===== config.mk =====
export PLATFORM = sky130hd
export DESIGN_NAME = fcs_top
export DESIGN_NICKNAME = d
export VERILOG_FILES = /design/src/fcs_pkg.sv /design/src/fcs_top.sv
export SDC_FILE = /design/constraint.sdc
export NUM_CORES = 1
export LEC_CHECK = 0
export ABC_AREA = 1
export BUFFER_PORTS_ARGS = -buffer_cell sky130_fd_sc_hd__buf_2
export CORE_ASPECT_RATIO = 1.1
export CORE_UTILIZATION = 52
export DETAILED_ROUTE_END_ITERATION = 10
export HOLD_SLACK_MARGIN = 0.08
export MAX_ROUTING_LAYER = met4
export PLACE_DENSITY = 0.8
export SLEW_MARGIN = 0
export SYNTH_ARGS = -nofsm -noshare
export SYNTH_HDL_FRONTEND = slang
export SYNTH_SLANG_ARGS = --single-unit

===== constraint.sdc =====
create_clock -name pclk -period 3.8 [get_ports pclk]
set_input_delay 0.57 -clock pclk [delete_from_list [all_inputs] [get_ports pclk]]
set_output_delay 0.57 -clock pclk [all_outputs]
set_load 0.1 [all_outputs]

===== src/fcs_pkg.sv =====
// constants, types and carriers of the flash command sequencer
package fcs_pkg;

  // command data bytes, low eight bits of a bus write cycle
  localparam logic [7:0] FCS_D_AA = 8'haa;
  localparam logic [7:0] FCS_D_55 = 8'h55;
  localparam logic [7:0] FCS_D_F0 = 8'hf0;
  localparam logic [7:0] FCS_D_90 = 8'h90;
  localparam logic [7:0] FCS_D_A0 = 8'ha0;
  localparam logic [7:0] FCS_D_80 = 8'h80;
  localparam logic [7:0] FCS_D_10 = 8'h10;
  localparam logic [7:0] FCS_D_30 = 8'h30;
  localparam logic [7:0] FCS_D_9A = 8'h9a;
  localparam logic [7:0] FCS_D_6A = 8'h6a;
  localparam logic [7:0] FCS_D_00 = 8'h00;

  // command address field: addr[CMD_LSB +: 8]
  localparam int         FCS_CMD_LSB   = 4;
  localparam logic [7:0] FCS_A_55      = 8'h55;
  localparam logic [7:0] FCS_A_AA      = 8'haa;
  localparam int         FCS_ID_LSB    = 2;
  localparam int         FCS_WORD_B    = 4;

  // apb register offsets
  localparam logic [11:0] FCS_OFF_STATUS = 12'h000;
  localparam logic [11:0] FCS_OFF_PROT   = 12'h004;
  localparam logic [11:0] FCS_OFF_SEC    = 12'h008;

  // status register fields
  localparam int FCS_ST_RDY  = 0;
  localparam int FCS_ST_LOCK = 1;
  localparam int FCS_ST_IDM  = 2;

  localparam logic FCS_SEC_RST = 1'b1;

  typedef enum logic [2:0] {
    S_READ = 3'b000,
    S_SEQ  = 3'b001,
    S_PAGE = 3'b010,
    S_ID   = 3'b011,
    S_BUSY = 3'b100,
    S_LOCK = 3'b101
  } fcs_state_e;

  typedef enum logic [1:0] {
    K_ERASE = 2'b00,
    K_PBP   = 2'b01,
    K_PBE   = 2'b10
  } fcs_kind_e;

  typedef enum logic [2:0] {
    OP_PROG   = 3'b000,
    OP_CHIP   = 3'b001,
    OP_BLOCK  = 3'b010,
    OP_PBP    = 3'b011,
    OP_PBE    = 3'b100,
    OP_SECERA = 3'b101
  } fcs_op_e;

  // processor access to the flash area
  typedef struct packed {
    logic        wr;
    logic        rd;
    logic [31:0] addr;
    logic [31:0] wdata;
  } fcs_fbreq_s;

endpackage


===== src/fcs_top.sv =====
// flash command sequencer: bus-write decode, automatic operation control, apb status
// Function
// - an operation starts only after every cycle matched in address, data and order
// - a cycle out of order drops the partial command and returns to read mode
// - read and read/reset commands cancel partial sequences and restore read mode
// - read is one write cycle, read/reset three; both restore read mode
// - final cycle starts the operation, flag goes 0; normal end sets 1, read mode
// - new command writes are ignored while an operation runs
// - abnormal end keeps flag at 0 and locks until hardware reset
// - hardware reset aborts a running operation, leaving its result incomplete
// - page program: three command cycles, then page words in address order
// - programming only turns ones into zeros; erase restores ones
// - no internal verify after program or erase
// - program to a protected block leaves it untouched
// - chip erase skips protected blocks; all protected means straight back to read
// - block erase is five cycles plus a block-select cycle; protected is skipped
// - protect program is six cycles plus select cycle; sets that bit to 1
// - protect erase without security clears the selected group of four bits
// - protect erase with security erases all flash then clears all bits
// - identifier query then reads anywhere return the selected code
// - identifier mode stays until a write with data other than 00, or hardware reset
// - after reset and normal completion the array is in read mode
// - only the low eight data bits are decoded as command data
`timescale 1ns/1ps
module fcs_top
  import fcs_pkg::*;
#(
  parameter int          NBLK       = 4,
  parameter int          BLK_LSB    = 15,
  parameter int          PAGE_WORDS = 16,
  parameter logic [3:0]  PROT_INIT  = 4'h0,
  // identifier codes: values are arbitrary
  parameter logic [31:0] ID_MAKER   = 32'h0000_0011,
  parameter logic [31:0] ID_DEVICE  = 32'h0000_0022,
  parameter logic [31:0] ID_MACRO   = 32'h0000_0033,
  parameter logic [31:0] ID_TYPE    = 32'h0000_0044
)(
  // clock and reset
  input  wire logic                  pclk,
  input  wire logic                  presetn,
  // apb slave
  input  wire logic                  psel,
  input  wire logic                  penable,
  input  wire logic                  pwrite,
  input  wire logic [31:0]           paddr,
  input  wire logic [31:0]           pwdata,
  output logic [31:0]                prdata,
  output logic                       pready,
  output logic                       pslverr,
  // processor access to the flash area
  input  wire fcs_fbreq_s            fb_req,
  output logic [31:0]                fb_rdata,
  output logic                       fb_rvalid,
  // flash array macro
  input  wire logic [31:0]           arr_rdata,
  input  wire logic                  arr_done,
  input  wire logic                  arr_fail,
  output logic                       arr_ld,
  output logic [31:0]                arr_ld_addr,
  output logic [31:0]                arr_clr_mask,
  output logic                       arr_start,
  output fcs_op_e                    arr_op,
  output logic [NBLK-1:0]            arr_blk_mask,
  // status
  output logic                       ready_busy_flag
);

  localparam int BW = (NBLK > 1) ? $clog2(NBLK) : 1;
  localparam int PW = $clog2(PAGE_WORDS + 1);

  // parameter checks, refused while elaborating
  if (NBLK < 4 || (NBLK % 4) != 0 || NBLK > 32)
  begin : g_bad_nblk
    $error("NBLK must be a multiple of four up to 32");
  end
  if (PAGE_WORDS < 1)
  begin : g_bad_page
    $error("PAGE_WORDS must be at least one");
  end
  if (BLK_LSB + BW > 32)
  begin : g_bad_blk
    $error("block field must fit inside the address");
  end

  fcs_state_e        state_r, state_nxt;
  fcs_kind_e         kind_r, kind_nxt;
  logic [2:0]        cnt_r, cnt_nxt;
  logic [PW-1:0]     pidx_r, pidx_nxt;
  logic [31:0]       base_r, base_nxt;
  logic [1:0]        idsel_r, idsel_nxt;
  fcs_op_e           op_r, op_nxt;
  logic [BW-1:0]     opblk_r, opblk_nxt;
  logic [NBLK-1:0]   bmask_r, bmask_nxt;
  logic              start_nxt;
  logic              ld_nxt;
  logic [NBLK-1:0]   prot_r;
  logic              sec_r;
  logic [31:0]       ld_addr_r;
  logic [31:0]       clr_mask_r;

  logic              wr;
  logic [7:0]        d8;
  logic [BW-1:0]     wblk;
  logic              a55;
  logic              aaa;

  assign wr   = fb_req.wr;
  assign d8   = fb_req.wdata[7:0];
  assign wblk = fb_req.addr[BLK_LSB +: BW];
  assign a55  = (fb_req.addr[FCS_CMD_LSB +: 8] == FCS_A_55) && (fb_req.addr[1:0] == 2'b00);
  assign aaa  = (fb_req.addr[FCS_CMD_LSB +: 8] == FCS_A_AA) && (fb_req.addr[1:0] == 2'b00);

  // command decode and operation control
  always_comb
  begin
    state_nxt = state_r;
    kind_nxt  = kind_r;
    cnt_nxt   = cnt_r;
    pidx_nxt  = pidx_r;
    base_nxt  = base_r;
    idsel_nxt = idsel_r;
    op_nxt    = op_r;
    opblk_nxt = opblk_r;
    bmask_nxt = bmask_r;
    start_nxt = 1'b0;
    ld_nxt    = 1'b0;
    unique case (state_r)
      S_READ:
      begin
        if (wr && a55 && d8 == FCS_D_AA)
        begin
          state_nxt = S_SEQ;
          cnt_nxt   = 3'd1;
        end
      end
      S_ID:
      begin
        if (wr)
        begin
          if (d8 == FCS_D_00)
            idsel_nxt = fb_req.addr[FCS_ID_LSB +: 2];
          else if (a55 && d8 == FCS_D_AA)
          begin
            state_nxt = S_SEQ;
            cnt_nxt   = 3'd1;
          end
          else
            state_nxt = S_READ;
        end
      end
      S_SEQ:
      begin
        if (wr)
        begin
          state_nxt = S_READ;
          unique case (cnt_r)
            3'd1:
              if (aaa && d8 == FCS_D_55)
              begin
                state_nxt = S_SEQ;
                cnt_nxt   = 3'd2;
              end
            3'd2:
              if (a55)
              begin
                cnt_nxt = 3'd3;
                if (d8 == FCS_D_A0)
                begin
                  state_nxt = S_PAGE;
                  pidx_nxt  = '0;
                end
                else if (d8 == FCS_D_90)
                begin
                  state_nxt = S_ID;
                  idsel_nxt = 2'd0;
                end
                else if (d8 == FCS_D_80)
                begin
                  state_nxt = S_SEQ;
                  kind_nxt  = K_ERASE;
                end
                else if (d8 == FCS_D_9A)
                begin
                  state_nxt = S_SEQ;
                  kind_nxt  = K_PBP;
                end
                else if (d8 == FCS_D_6A)
                begin
                  state_nxt = S_SEQ;
                  kind_nxt  = K_PBE;
                end
              end
            3'd3:
              if (a55 && d8 == FCS_D_AA)
              begin
                state_nxt = S_SEQ;
                cnt_nxt   = 3'd4;
              end
            3'd4:
              if (aaa && d8 == FCS_D_55)
              begin
                state_nxt = S_SEQ;
                cnt_nxt   = 3'd5;
              end
            3'd5:
              if (kind_r == K_ERASE && a55 && d8 == FCS_D_10)
              begin
                op_nxt    = OP_CHIP;
                bmask_nxt = ~prot_r;
                if (~prot_r != '0)
                begin
                  start_nxt = 1'b1;
                  state_nxt = S_BUSY;
                end
              end
              else if (kind_r == K_ERASE && d8 == FCS_D_30)
              begin
                op_nxt    = OP_BLOCK;
                opblk_nxt = wblk;
                bmask_nxt = '0;
                bmask_nxt[wblk] = 1'b1;
                if (!prot_r[wblk])
                begin
                  start_nxt = 1'b1;
                  state_nxt = S_BUSY;
                end
              end
              else if (a55 && ((kind_r == K_PBP && d8 == FCS_D_9A) || (kind_r == K_PBE && d8 == FCS_D_6A)))
              begin
                state_nxt = S_SEQ;
                cnt_nxt   = 3'd6;
              end
            3'd6:
              if ((kind_r == K_PBP && d8 == FCS_D_9A) || (kind_r == K_PBE && d8 == FCS_D_6A))
              begin
                opblk_nxt = wblk;
                bmask_nxt = '0;
                bmask_nxt[wblk] = 1'b1;
                if (kind_r == K_PBP)
                  op_nxt = OP_PBP;
                else if (sec_r)
                begin
                  op_nxt    = OP_SECERA;
                  bmask_nxt = '1;
                end
                else
                  op_nxt = OP_PBE;
                start_nxt = 1'b1;
                state_nxt = S_BUSY;
              end
            default: state_nxt = S_READ;
          endcase
        end
      end
      S_PAGE:
      begin
        if (wr)
        begin
          if (pidx_r != '0 && fb_req.addr != base_r + 32'(pidx_r) * FCS_WORD_B)
            state_nxt = S_READ;
          else
          begin
            if (pidx_r == '0)
            begin
              base_nxt  = fb_req.addr;
              opblk_nxt = wblk;
            end
            ld_nxt   = !prot_r[(pidx_r == '0) ? wblk : opblk_r];
            pidx_nxt = PW'(pidx_r + 1'b1);
            if (pidx_r == PW'(PAGE_WORDS - 1))
            begin
              op_nxt    = OP_PROG;
              bmask_nxt = '0;
              if (prot_r[(pidx_r == '0) ? wblk : opblk_r])
                state_nxt = S_READ;
              else
              begin
                start_nxt = 1'b1;
                state_nxt = S_BUSY;
              end
            end
          end
        end
      end
      S_BUSY:
      begin
        if (arr_fail)
          state_nxt = S_LOCK;
        else if (arr_done)
          state_nxt = S_READ;
      end
      S_LOCK: state_nxt = S_LOCK;
      default: state_nxt = S_READ;
    endcase
  end

  // sequence state; asynchronous reset aborts any operation
  always_ff @(posedge pclk or negedge presetn)
  begin
    if (!presetn)
    begin
      state_r <= S_READ;
      kind_r  <= K_ERASE;
      cnt_r   <= 3'd0;
      pidx_r  <= '0;
      base_r  <= 32'h0000_0000;
      idsel_r <= 2'd0;
      op_r    <= OP_PROG;
      opblk_r <= '0;
      bmask_r <= '0;
    end
    else
    begin
      state_r <= state_nxt;
      kind_r  <= kind_nxt;
      cnt_r   <= cnt_nxt;
      pidx_r  <= pidx_nxt;
      base_r  <= base_nxt;
      idsel_r <= idsel_nxt;
      op_r    <= op_nxt;
      opblk_r <= opblk_nxt;
      bmask_r <= bmask_nxt;
    end
  end

  // array macro strobes
  always_ff @(posedge pclk or negedge presetn)
  begin
    if (!presetn)
    begin
      arr_ld     <= 1'b0;
      ld_addr_r  <= 32'h0000_0000;
      clr_mask_r <= 32'h0000_0000;
      arr_start  <= 1'b0;
    end
    else
    begin
      arr_ld    <= ld_nxt;
      arr_start <= start_nxt;
      if (ld_nxt)
      begin
        ld_addr_r  <= fb_req.addr;
        clr_mask_r <= ~fb_req.wdata;
      end
    end
  end

  assign arr_ld_addr  = ld_addr_r;
  assign arr_clr_mask = clr_mask_r;
  assign arr_op       = op_r;
  assign arr_blk_mask = bmask_r;

  // protect bits, updated on normal completion
  always_ff @(posedge pclk or negedge presetn)
  begin
    if (!presetn)
      prot_r <= NBLK'(PROT_INIT);
    else if (state_r == S_BUSY && arr_done && !arr_fail)
    begin
      for (int i = 0; i < NBLK; i++)
      begin
        if (op_r == OP_PBP && i == int'(opblk_r))
          prot_r[i] <= 1'b1;
        if (op_r == OP_PBE && (i >> 2) == (int'(opblk_r) >> 2))
          prot_r[i] <= 1'b0;
        if (op_r == OP_SECERA)
          prot_r[i] <= 1'b0;
      end
    end
  end

  // ready/busy flag
  always_ff @(posedge pclk or negedge presetn)
  begin
    if (!presetn)
      ready_busy_flag <= 1'b1;
    else
      ready_busy_flag <= (state_nxt != S_BUSY) && (state_nxt != S_LOCK);
  end

  // flash area reads: identifier code in identifier mode
  always_ff @(posedge pclk or negedge presetn)
  begin
    if (!presetn)
    begin
      fb_rdata  <= 32'h0000_0000;
      fb_rvalid <= 1'b0;
    end
    else
    begin
      fb_rvalid <= fb_req.rd;
      if (fb_req.rd)
      begin
        if (state_r == S_ID)
        begin
          unique case (idsel_r)
            2'd0: fb_rdata <= ID_MAKER;
            2'd1: fb_rdata <= ID_DEVICE;
            2'd2: fb_rdata <= ID_MACRO;
            2'd3: fb_rdata <= ID_TYPE;
          endcase
        end
        else
          fb_rdata <= arr_rdata;
      end
    end
  end

  // apb slave: answer in the first access cycle
  logic        apb_setup;
  logic        apb_wr;
  logic [11:0] apb_off;
  logic        apb_hit;

  assign apb_setup = psel && !penable;
  assign apb_wr    = psel && penable && pwrite && pready;
  assign apb_off   = paddr[11:0];
  assign apb_hit   = (paddr[31:12] == 20'h00000) &&
                     (apb_off == FCS_OFF_STATUS || apb_off == FCS_OFF_PROT || apb_off == FCS_OFF_SEC);

  always_ff @(posedge pclk or negedge presetn)
  begin
    if (!presetn)
    begin
      pready  <= 1'b0;
      pslverr <= 1'b0;
      prdata  <= 32'h0000_0000;
    end
    else
    begin
      pready  <= apb_setup;
      pslverr <= apb_setup && !apb_hit;
      prdata  <= 32'h0000_0000;
      if (apb_setup && !pwrite)
      begin
        if (apb_off == FCS_OFF_STATUS)
        begin
          prdata[FCS_ST_RDY]  <= ready_busy_flag;
          prdata[FCS_ST_LOCK] <= (state_r == S_LOCK);
          prdata[FCS_ST_IDM]  <= (state_r == S_ID);
        end
        else if (apb_off == FCS_OFF_PROT)
          prdata[NBLK-1:0] <= prot_r;
        else if (apb_off == FCS_OFF_SEC)
          prdata[0] <= sec_r;
      end
    end
  end

  // security setting steers protect erase
  always_ff @(posedge pclk or negedge presetn)
  begin
    if (!presetn)
      sec_r <= FCS_SEC_RST;
    else if (apb_wr && apb_off == FCS_OFF_SEC && paddr[31:12] == 20'h00000)
      sec_r <= pwdata[0];
  end

endmodule


==> results.py, run 1 <==
metrics = {
    "route": {
        "wl_per_cell_um": 15.3,
        "vias": 9355,
        "vias_per_cell": 5.25,
        "drc": 0,
        "first_iter_violations": 665,
        "dr.pass1.iters": 5,
        "ant_nets": 0,
        "routed_wl_um": 27200,
    },
    "global_route": {
        "grt_usage_pct": 29.8,
        "grt_first_pass_wirelength_um": 44000,
        "grt_remaining_overflow": 0,
        "antenna_found_initial": 0,
        "grt_max_degree": 85,
        "grt_pass1_vias": 8771,
    },
    "timing": {
        "rsz0062_at_grt": "no",
        "finalCriticalPeriod_ns": 3.42,
        "fmax_mhz": 292,
        "maxSlewHeadroom_pct": 32.8,
        "finalHoldViolCount": 0,
        "finalSetupViolations": 0,
        "final.setup.tns_ns": 0,
        "tightest_slew_ns": 1.01,
        "finalCritPeriodShare_pct": 90.1,
        "finClkSkew_ns": 0.0113,
        "slew_viol_final": 0,
    },
    "worst_setup_path": {
        "crit_end": "arr_clr_mask[4]",
        "crit_arrival_ns": 3.74,
        "r2r_start": "pidx_r[0]",
        "r2r-end": "arr_clr_mask[4]",
        "rrSetupSlack_ns": 0.38,
        "reg2reg_depth": 19,
        "critPathLaunchType": "flip-flop",
        "crit_fanout": 65,
        "cp-startpoint": "pidx_r[0]",
        "path_class": "flip-flop to flip-flop",
        "cp-end-kind": "flip-flop",
        "crit_required_ns": 4.12,
    },
    "cts": {
        "clock_path_buffers": 2,
        "cts_tree": "yes",
        "path_clk_slew_ns": 0.08,
        "cts_setup_buffers": 0,
        "cts_made_buffers": 17,
        "cts.sinks": 167,
        "postCtsResizedCells": 0,
        "ctsHoldBuffers": 0,
        "h-tree-depth": 4,
        "clock_latency_ns": 0.44,
        "clock-root-buffer": "clkbuf_16",
    },
    "power_and_ir_drop": {
        "power_switching_mw": 6.08,
        "switching_share_pct": 58.3,
        "clockPowerShare_pct": 16.4,
        "seqPwrFrac_pct": 27.1,
        "p_int_mw": 4.34,
        "power_density_nw_per_um2": 899,
        "comb_power_share_pct": 56.5,
        "ir_drop_v": 0.000657,
        "power_mw": 10.4,
        "leakagePower_nw": 6.35,
    },
    "run_status": {
        "status": "finished, final reports clean",
    },
    "finish": {
        "mostFrequentLayoutCells": "376 x nand2_1, 249 x buf_2, 173 x inv_1",
        "num_antenna_cells": 0,
        "fin_nets": 1713,
        "final_common_cell": "nand2_1",
        "drive_gt1_share_pct": 21.7,
        "area_growth_pct": 19.7,
        "final-instance-count-excl-fill": 1783,
    },
    "placement": {
        "gp_congestion": 0.946,
        "port-buffer-count": 250,
        "hpwl_um": 20400,
        "dp_cells": 1751,
    },
    "synthesis": {
        "synth.cell_area_um2": 9690,
        "ys_seq_area_share_pct": 43.2,
        "syn_avg_cell_area_um2": 7.45,
        "postSynthCellCount": 1301,
        "synthArstFlopShare_pct": 100,
        "synthFlopType": "dfrtp_1",
        "ys_types": 47,
        "synth-edff-count": 0,
        "yosysWarnings": 0,
        "synth.ff_latch_count": 167,
    },
    "floorplan": {
        "fp.dieW_um": 132,
        "floorplan.initialDensity_pct": 53.8,
        "fp-row-count": 51,
        "dieArea_um2": 19200,
        "ioPinCount": 310,
        "core_area_um2": 18000,
        "die_h_um": 145,
    },
    "worst_hold_path": {
        "hold_class": "input port to async pin",
    },
    "flow_run": {
        "cap_violations": 0,
    },
}
## area by class of cell
class | count | area [um2]
Sequential cell | 167 | 4180
Tap cell | 238 | 298
Timing Repair Buffer | 261 | 1370
Clock buffer | 17 | 425
Inverter | 175 | 657
Multi-Input combinational cell | 910 | 4510
Fill cell | 1599 | 6400
Clock inverter | 15 | 155
## worst max-delay path: stages, from the launching register on
cell     delay (ns)
dfrtp_1        0.43
ha_1           0.28
fa_1           0.47
nand2_1        0.10
nand2_1        0.11
nand3_1        0.12
nand2_2        0.14
nand3_1        0.10
nand2_1        0.05
nand2_1        0.05
nand3_1        0.07
nor2_1         0.14
nand2_1        0.08
nor2_1         0.17
nand2_1        0.15
nand2_2        0.18
nand3_2        0.07
buf_4          0.34
nand2_1        0.16
nand2_1        0.06
## worst min-delay path by stage
stage                                 from               end  slack, ns  depth (start not counted)
after CTS                          presetn   arr_blk_mask[3]       0.23                          1
after floorplan                    presetn   arr_blk_mask[0]       0.27                          0
final                              presetn         arr_op[1]       0.19                          1
after detailed placement   arr_ld_addr[25]   arr_ld_addr[25]       0.45                          2
after global routing               presetn         arr_op[1]       0.27                          1
after global placement    arr_clr_mask[27]  arr_clr_mask[27]       0.45                          2
## cells in the mapped netlist, types with 2 or more instances
| library cell | count | share of area, % |
|---|---|---|
| nand3b_1 | 2 | 0.15 |
| nand2_2 | 5 | 0.32 |
| xnor2_1 | 10 | 0.90 |
| nor2_1 | 91 | 3.5 |
| o21ai_0 | 63 | 3.3 |
| and2_1 | 3 | 0.19 |
| nor4_1 | 11 | 0.71 |
| ha_1 | 11 | 1.4 |
| a21oi_1 | 14 | 0.72 |
| dfrtp_1 | 165 | 43 |
| mux2_2 | 17 | 2.0 |
| buf_6 | 5 | 0.58 |
| nor3_1 | 20 | 1.0 |
| inv_1 | 173 | 6.7 |
| o2111ai_1 | 3 | 0.27 |
| or2_2 | 2 | 0.13 |
| buf_1 | 9 | 0.35 |
| a31oi_1 | 6 | 0.39 |
| nand2_1 | 376 | 15 |
| nand4_1 | 87 | 5.6 |
| nand3_1 | 110 | 5.7 |
| o221a_2 | 2 | 0.23 |
| buf_4 | 31 | 2.4 |
| clkbuf_1 | 19 | 0.74 |
| buf_2 | 12 | 0.62 |
| xor2_1 | 20 | 1.8 |
| o211ai_1 | 3 | 0.23 |
| o221ai_1 | 3 | 0.27 |
| nor2_2 | 8 | 0.52 |
| a22oi_1 | 2 | 0.15 |
| dfstp_2 | 2 | 0.54 |
## power by group through the flow
stage / combinational, mW / sequential, mW / clock [mW]
after floorplan: 1.92 / 5.68 / 0
after global placement: 5.82 / 2.82 / 0
after detailed placement: 5.88 / 2.84 / 0
after CTS: 5.90 / 2.82 / 1.73
after global routing: 6.25 / 2.91 / 1.80
final: 5.90 / 2.82 / 1.71
## logic make-up (layout without fill, tap and decap cells)
group           after synthesis  count (layout)  synth area share [%]
other cells                   1              28                0.0387
fa+ha+maj                    12              12                  1.63
flops                       167             167                  43.2
buf+inv                     251             468                  11.5
simple gates                717             717                  32.6
mux                          17              17                  1.98
compound gates              106             106                  6.39
xor+xnor                     30              30                  2.71
## metrics by stage
step / setup slack [ns] / util [%] / area [um2] / hold slack, ns
floorplan: 1.14 / - / 9790 / 0.274
global placement: 0.519 / 61.2 / 11000 / 0.449
detailed placement: 0.479 / 61.2 / 11000 / 0.454
CTS: 0.432 / 64.4 / 11600 / 0.227
global route: 0.0983 / 64.4 / 11600 / 0.267
finish: 0.377 / 64.4 / 11600 / 0.190
## state kept, by name (all words and copies together), names as in the netlist
name / count
arr_blk_mask: 4
kind_r: 2
ready_busy_flag: 1
pslverr: 1
base_r: 32
opblk_r: 2
fb_rdata: 32
state_r: 3
arr_start: 1
cnt_r: 3
arr_op: 3
idsel_r: 2
pidx_r: 5
prdata: 4
pready: 1
arr_ld: 1
sec_r: 1
arr_clr_mask: 32
prot_r: 4
fb_rvalid: 1
arr_ld_addr: 32
## metal layers
metal	up-vias	global-route usage [%]	wire [um]
met2	341	48.1	13100
met1	4318	37.8	11700
met3	50	4.79	1790
met5	-	-	0
li1	4646	-	-
met4	0	10.5	646
Power figures use the tool's default switching activity.
==> run 2: changes to the inputs <==
- CORE_UTILIZATION: 52 -> 53
- CTS_BUF_LIST: default -> sky130_fd_sc_hd__clkbuf_8
- PLACE_DENSITY: 0.8 -> 0.82
- clock period: 3.8 -> 3.85 ns (I/O delays scaled with it)
==> run 2 against run 1 <==
Critical endpoint is now arr_clr_mask[13]; final area fell by 1.6%; core utilization fell by 0.38 points; non-clock buffer count fell by 1; count of clock-buffer cells in the layout did not move.
==> results.py, run 2 (same netlist as run 1, synthesis figures left out) <==
metrics = {
    "run_status": {
        "status": "finished, final reports clean",
    },
    "route": {
        "routed_wl_um": 26500,
        "wl_per_cell_um": 14.9,
        "vias_per_cell": 5.28,
        "ant_nets": 0,
        "first_iter_violations": 636,
        "vias": 9410,
        "met2_length_um": 12400,
        "wl_met1_um": 11300,
        "drc": 0,
        "dr.pass1.iters": 6,
        "top_layer": "met4",
        "wl_met3_um": 2020,
    },
    "worst_setup_path": {
        "path_class": "flip-flop to flip-flop",
        "critPathMaxStageDelay_ns": 0.46,
        "cp-end-kind": "flip-flop",
        "crit_arrival_ns": 3.79,
        "crit_top_cell": "nand2_1",
        "crit_fanout": 65,
        "critPathLaunchType": "flip-flop",
        "crit_required_ns": 4.21,
        "rrSetupSlack_ns": 0.43,
        "reg2reg_depth": 19,
        "crit_family": "simple AND/OR/NAND/NOR gates",
        "r2r_start": "pidx_r[0]",
        "path_buf_inv": 1,
        "r2r-end": "arr_clr_mask[13]",
        "path_cells": "ha_1, fa_1, nand2_1, nand2_1, nand3_1, nand2_2, nand2_1, nand2_1, nand3_1, nand3_1, nor2_1, nand2_1, nor2_1, nand2_1, nand2_2, nand3_2, buf_4, nand2_1, nand2_1",
        "critical_path.slowest_cell": "fa_1",
    },
    "timing": {
        "finalCriticalPeriod_ns": 3.42,
        "tightest_slew_ns": 1.02,
        "finClkSkew_ns": 0.0174,
        "final.setup.tns_ns": 0,
        "finalCritPeriodShare_pct": 88.9,
        "slew_viol_final": 0,
        "finalHoldViolCount": 0,
        "fmax_mhz": 292,
        "holdWs_ns": 0.311,
        "rsz0062_at_grt": "no",
        "finalSetupViolations": 0,
        "maxSlewHeadroom_pct": 32.2,
    },
    "finish": {
        "seq_area_um2": 4180,
        "final_core_util_pct": 64.1,
        "final_common_cell": "nand2_1",
        "multi_input_area_um2": 4510,
        "final-instance-count-excl-fill": 1783,
        "area_growth_pct": 17.7,
        "fillCellCount": 1587,
        "fin_nets": 1712,
        "mostFrequentLayoutCells": "376 x nand2_1, 249 x buf_2, 173 x inv_1",
        "drive_gt1_share_pct": 21.6,
    },
    "global_route": {
        "grt_usage_pct": 28.9,
        "grt_first_pass_wirelength_um": 40900,
        "grt_pass1_vias": 8369,
        "antenna_found_initial": 1,
        "grt_max_degree": 113,
        "grt_remaining_overflow": 0,
    },
    "floorplan": {
        "fp.dieW_um": 131,
        "core_area_um2": 17800,
        "dieArea_um2": 18800,
        "fp-row-count": 51,
        "ioPinCount": 310,
        "floorplan.initialDensity_pct": 54.4,
        "die_h_um": 144,
    },
    "worst_hold_path": {
        "hp-start": "penable",
        "hold_class": "input port to flip-flop",
        "worstHoldEndpoint": "pready",
        "hold_path_depth": 2,
    },
    "placement": {
        "hpwl_um": 19700,
        "port-buffer-count": 250,
        "dp_cells": 1749,
        "gp_congestion": 0.951,
    },
    "cts": {
        "cts.sinks": 167,
        "cts_made_buffers": 17,
        "clock_latency_ns": 0.46,
        "cts_setup_buffers": 0,
        "path_clk_slew_ns": 0.11,
        "cts_tree": "yes",
        "h-tree-depth": 4,
        "clock_path_buffers": 2,
        "clock-root-buffer": "clkbuf_8",
    },
    "flow_run": {
        "cap_violations": 0,
    },
    "power_and_ir_drop": {
        "power_density_nw_per_um2": 861,
        "leakagePower_nw": 6.27,
        "ir_drop_v": 0.000816,
    },
}
[run 2: routing by layer]
| layer | GRT usage [%] | up-vias |
|---|---|---|
| li1 | - | 4636 |
| met1 | 37.2 | 4348 |
| met2 | 45.8 | 372 |
| met3 | 5.06 | 54 |
| met4 | 10.3 | 0 |
| met5 | - | - |
[run 2: area by class of cell]
type / instances / share of cell area, %
clock buffer: 17 / 2.05
sequential: 167 / 36.7
inverter: 175 / 5.76
multi-input combinational: 910 / 39.6
antenna: 1 / 0.0219
timing repair buffer: 260 / 11.9
tap: 238 / 2.61
clock inverter: 15 / 1.39
[run 2: what timing repair did]
item                                   4_1_cts  5_1_grt
gates resized for setup                      0        0
setup endpoints to repair                    0        0
endpoints found under the hold margin       17        0
hold buffers                                 1        0
[run 2: how the worst max path moves through the flow]
stage	startpoint	endpoint	slack, ns	cells past startpoint
after detailed placement	pidx_r[0]	arr_clr_mask[9]	0.49	19
after floorplan	pidx_r[0]	arr_clr_mask[0]	1.19	20
final	pidx_r[0]	arr_clr_mask[13]	0.43	19
after global routing	pidx_r[0]	arr_clr_mask[13]	0.16	19
after CTS	pidx_r[0]	arr_clr_mask[9]	0.49	19
after global placement	pidx_r[0]	arr_ld_addr[4]	0.55	19
[run 2: where the power goes]
group / internal, mW / switching [mW]
logic: 1.06 / 4.74
clock network: 0.490 / 0.745
registers: 2.35 / 0.438
total: 3.90 / 5.92
[run 2: per-stage QoR]
stage	total power [mW]	area, um2	worst slack, ns
global placement	8.50	11000	0.552
detailed placement	8.58	11000	0.495
global route	10.4	11400	0.160
floorplan	7.51	9790	1.19
CTS	9.83	11400	0.487
finish	9.82	11400	0.426
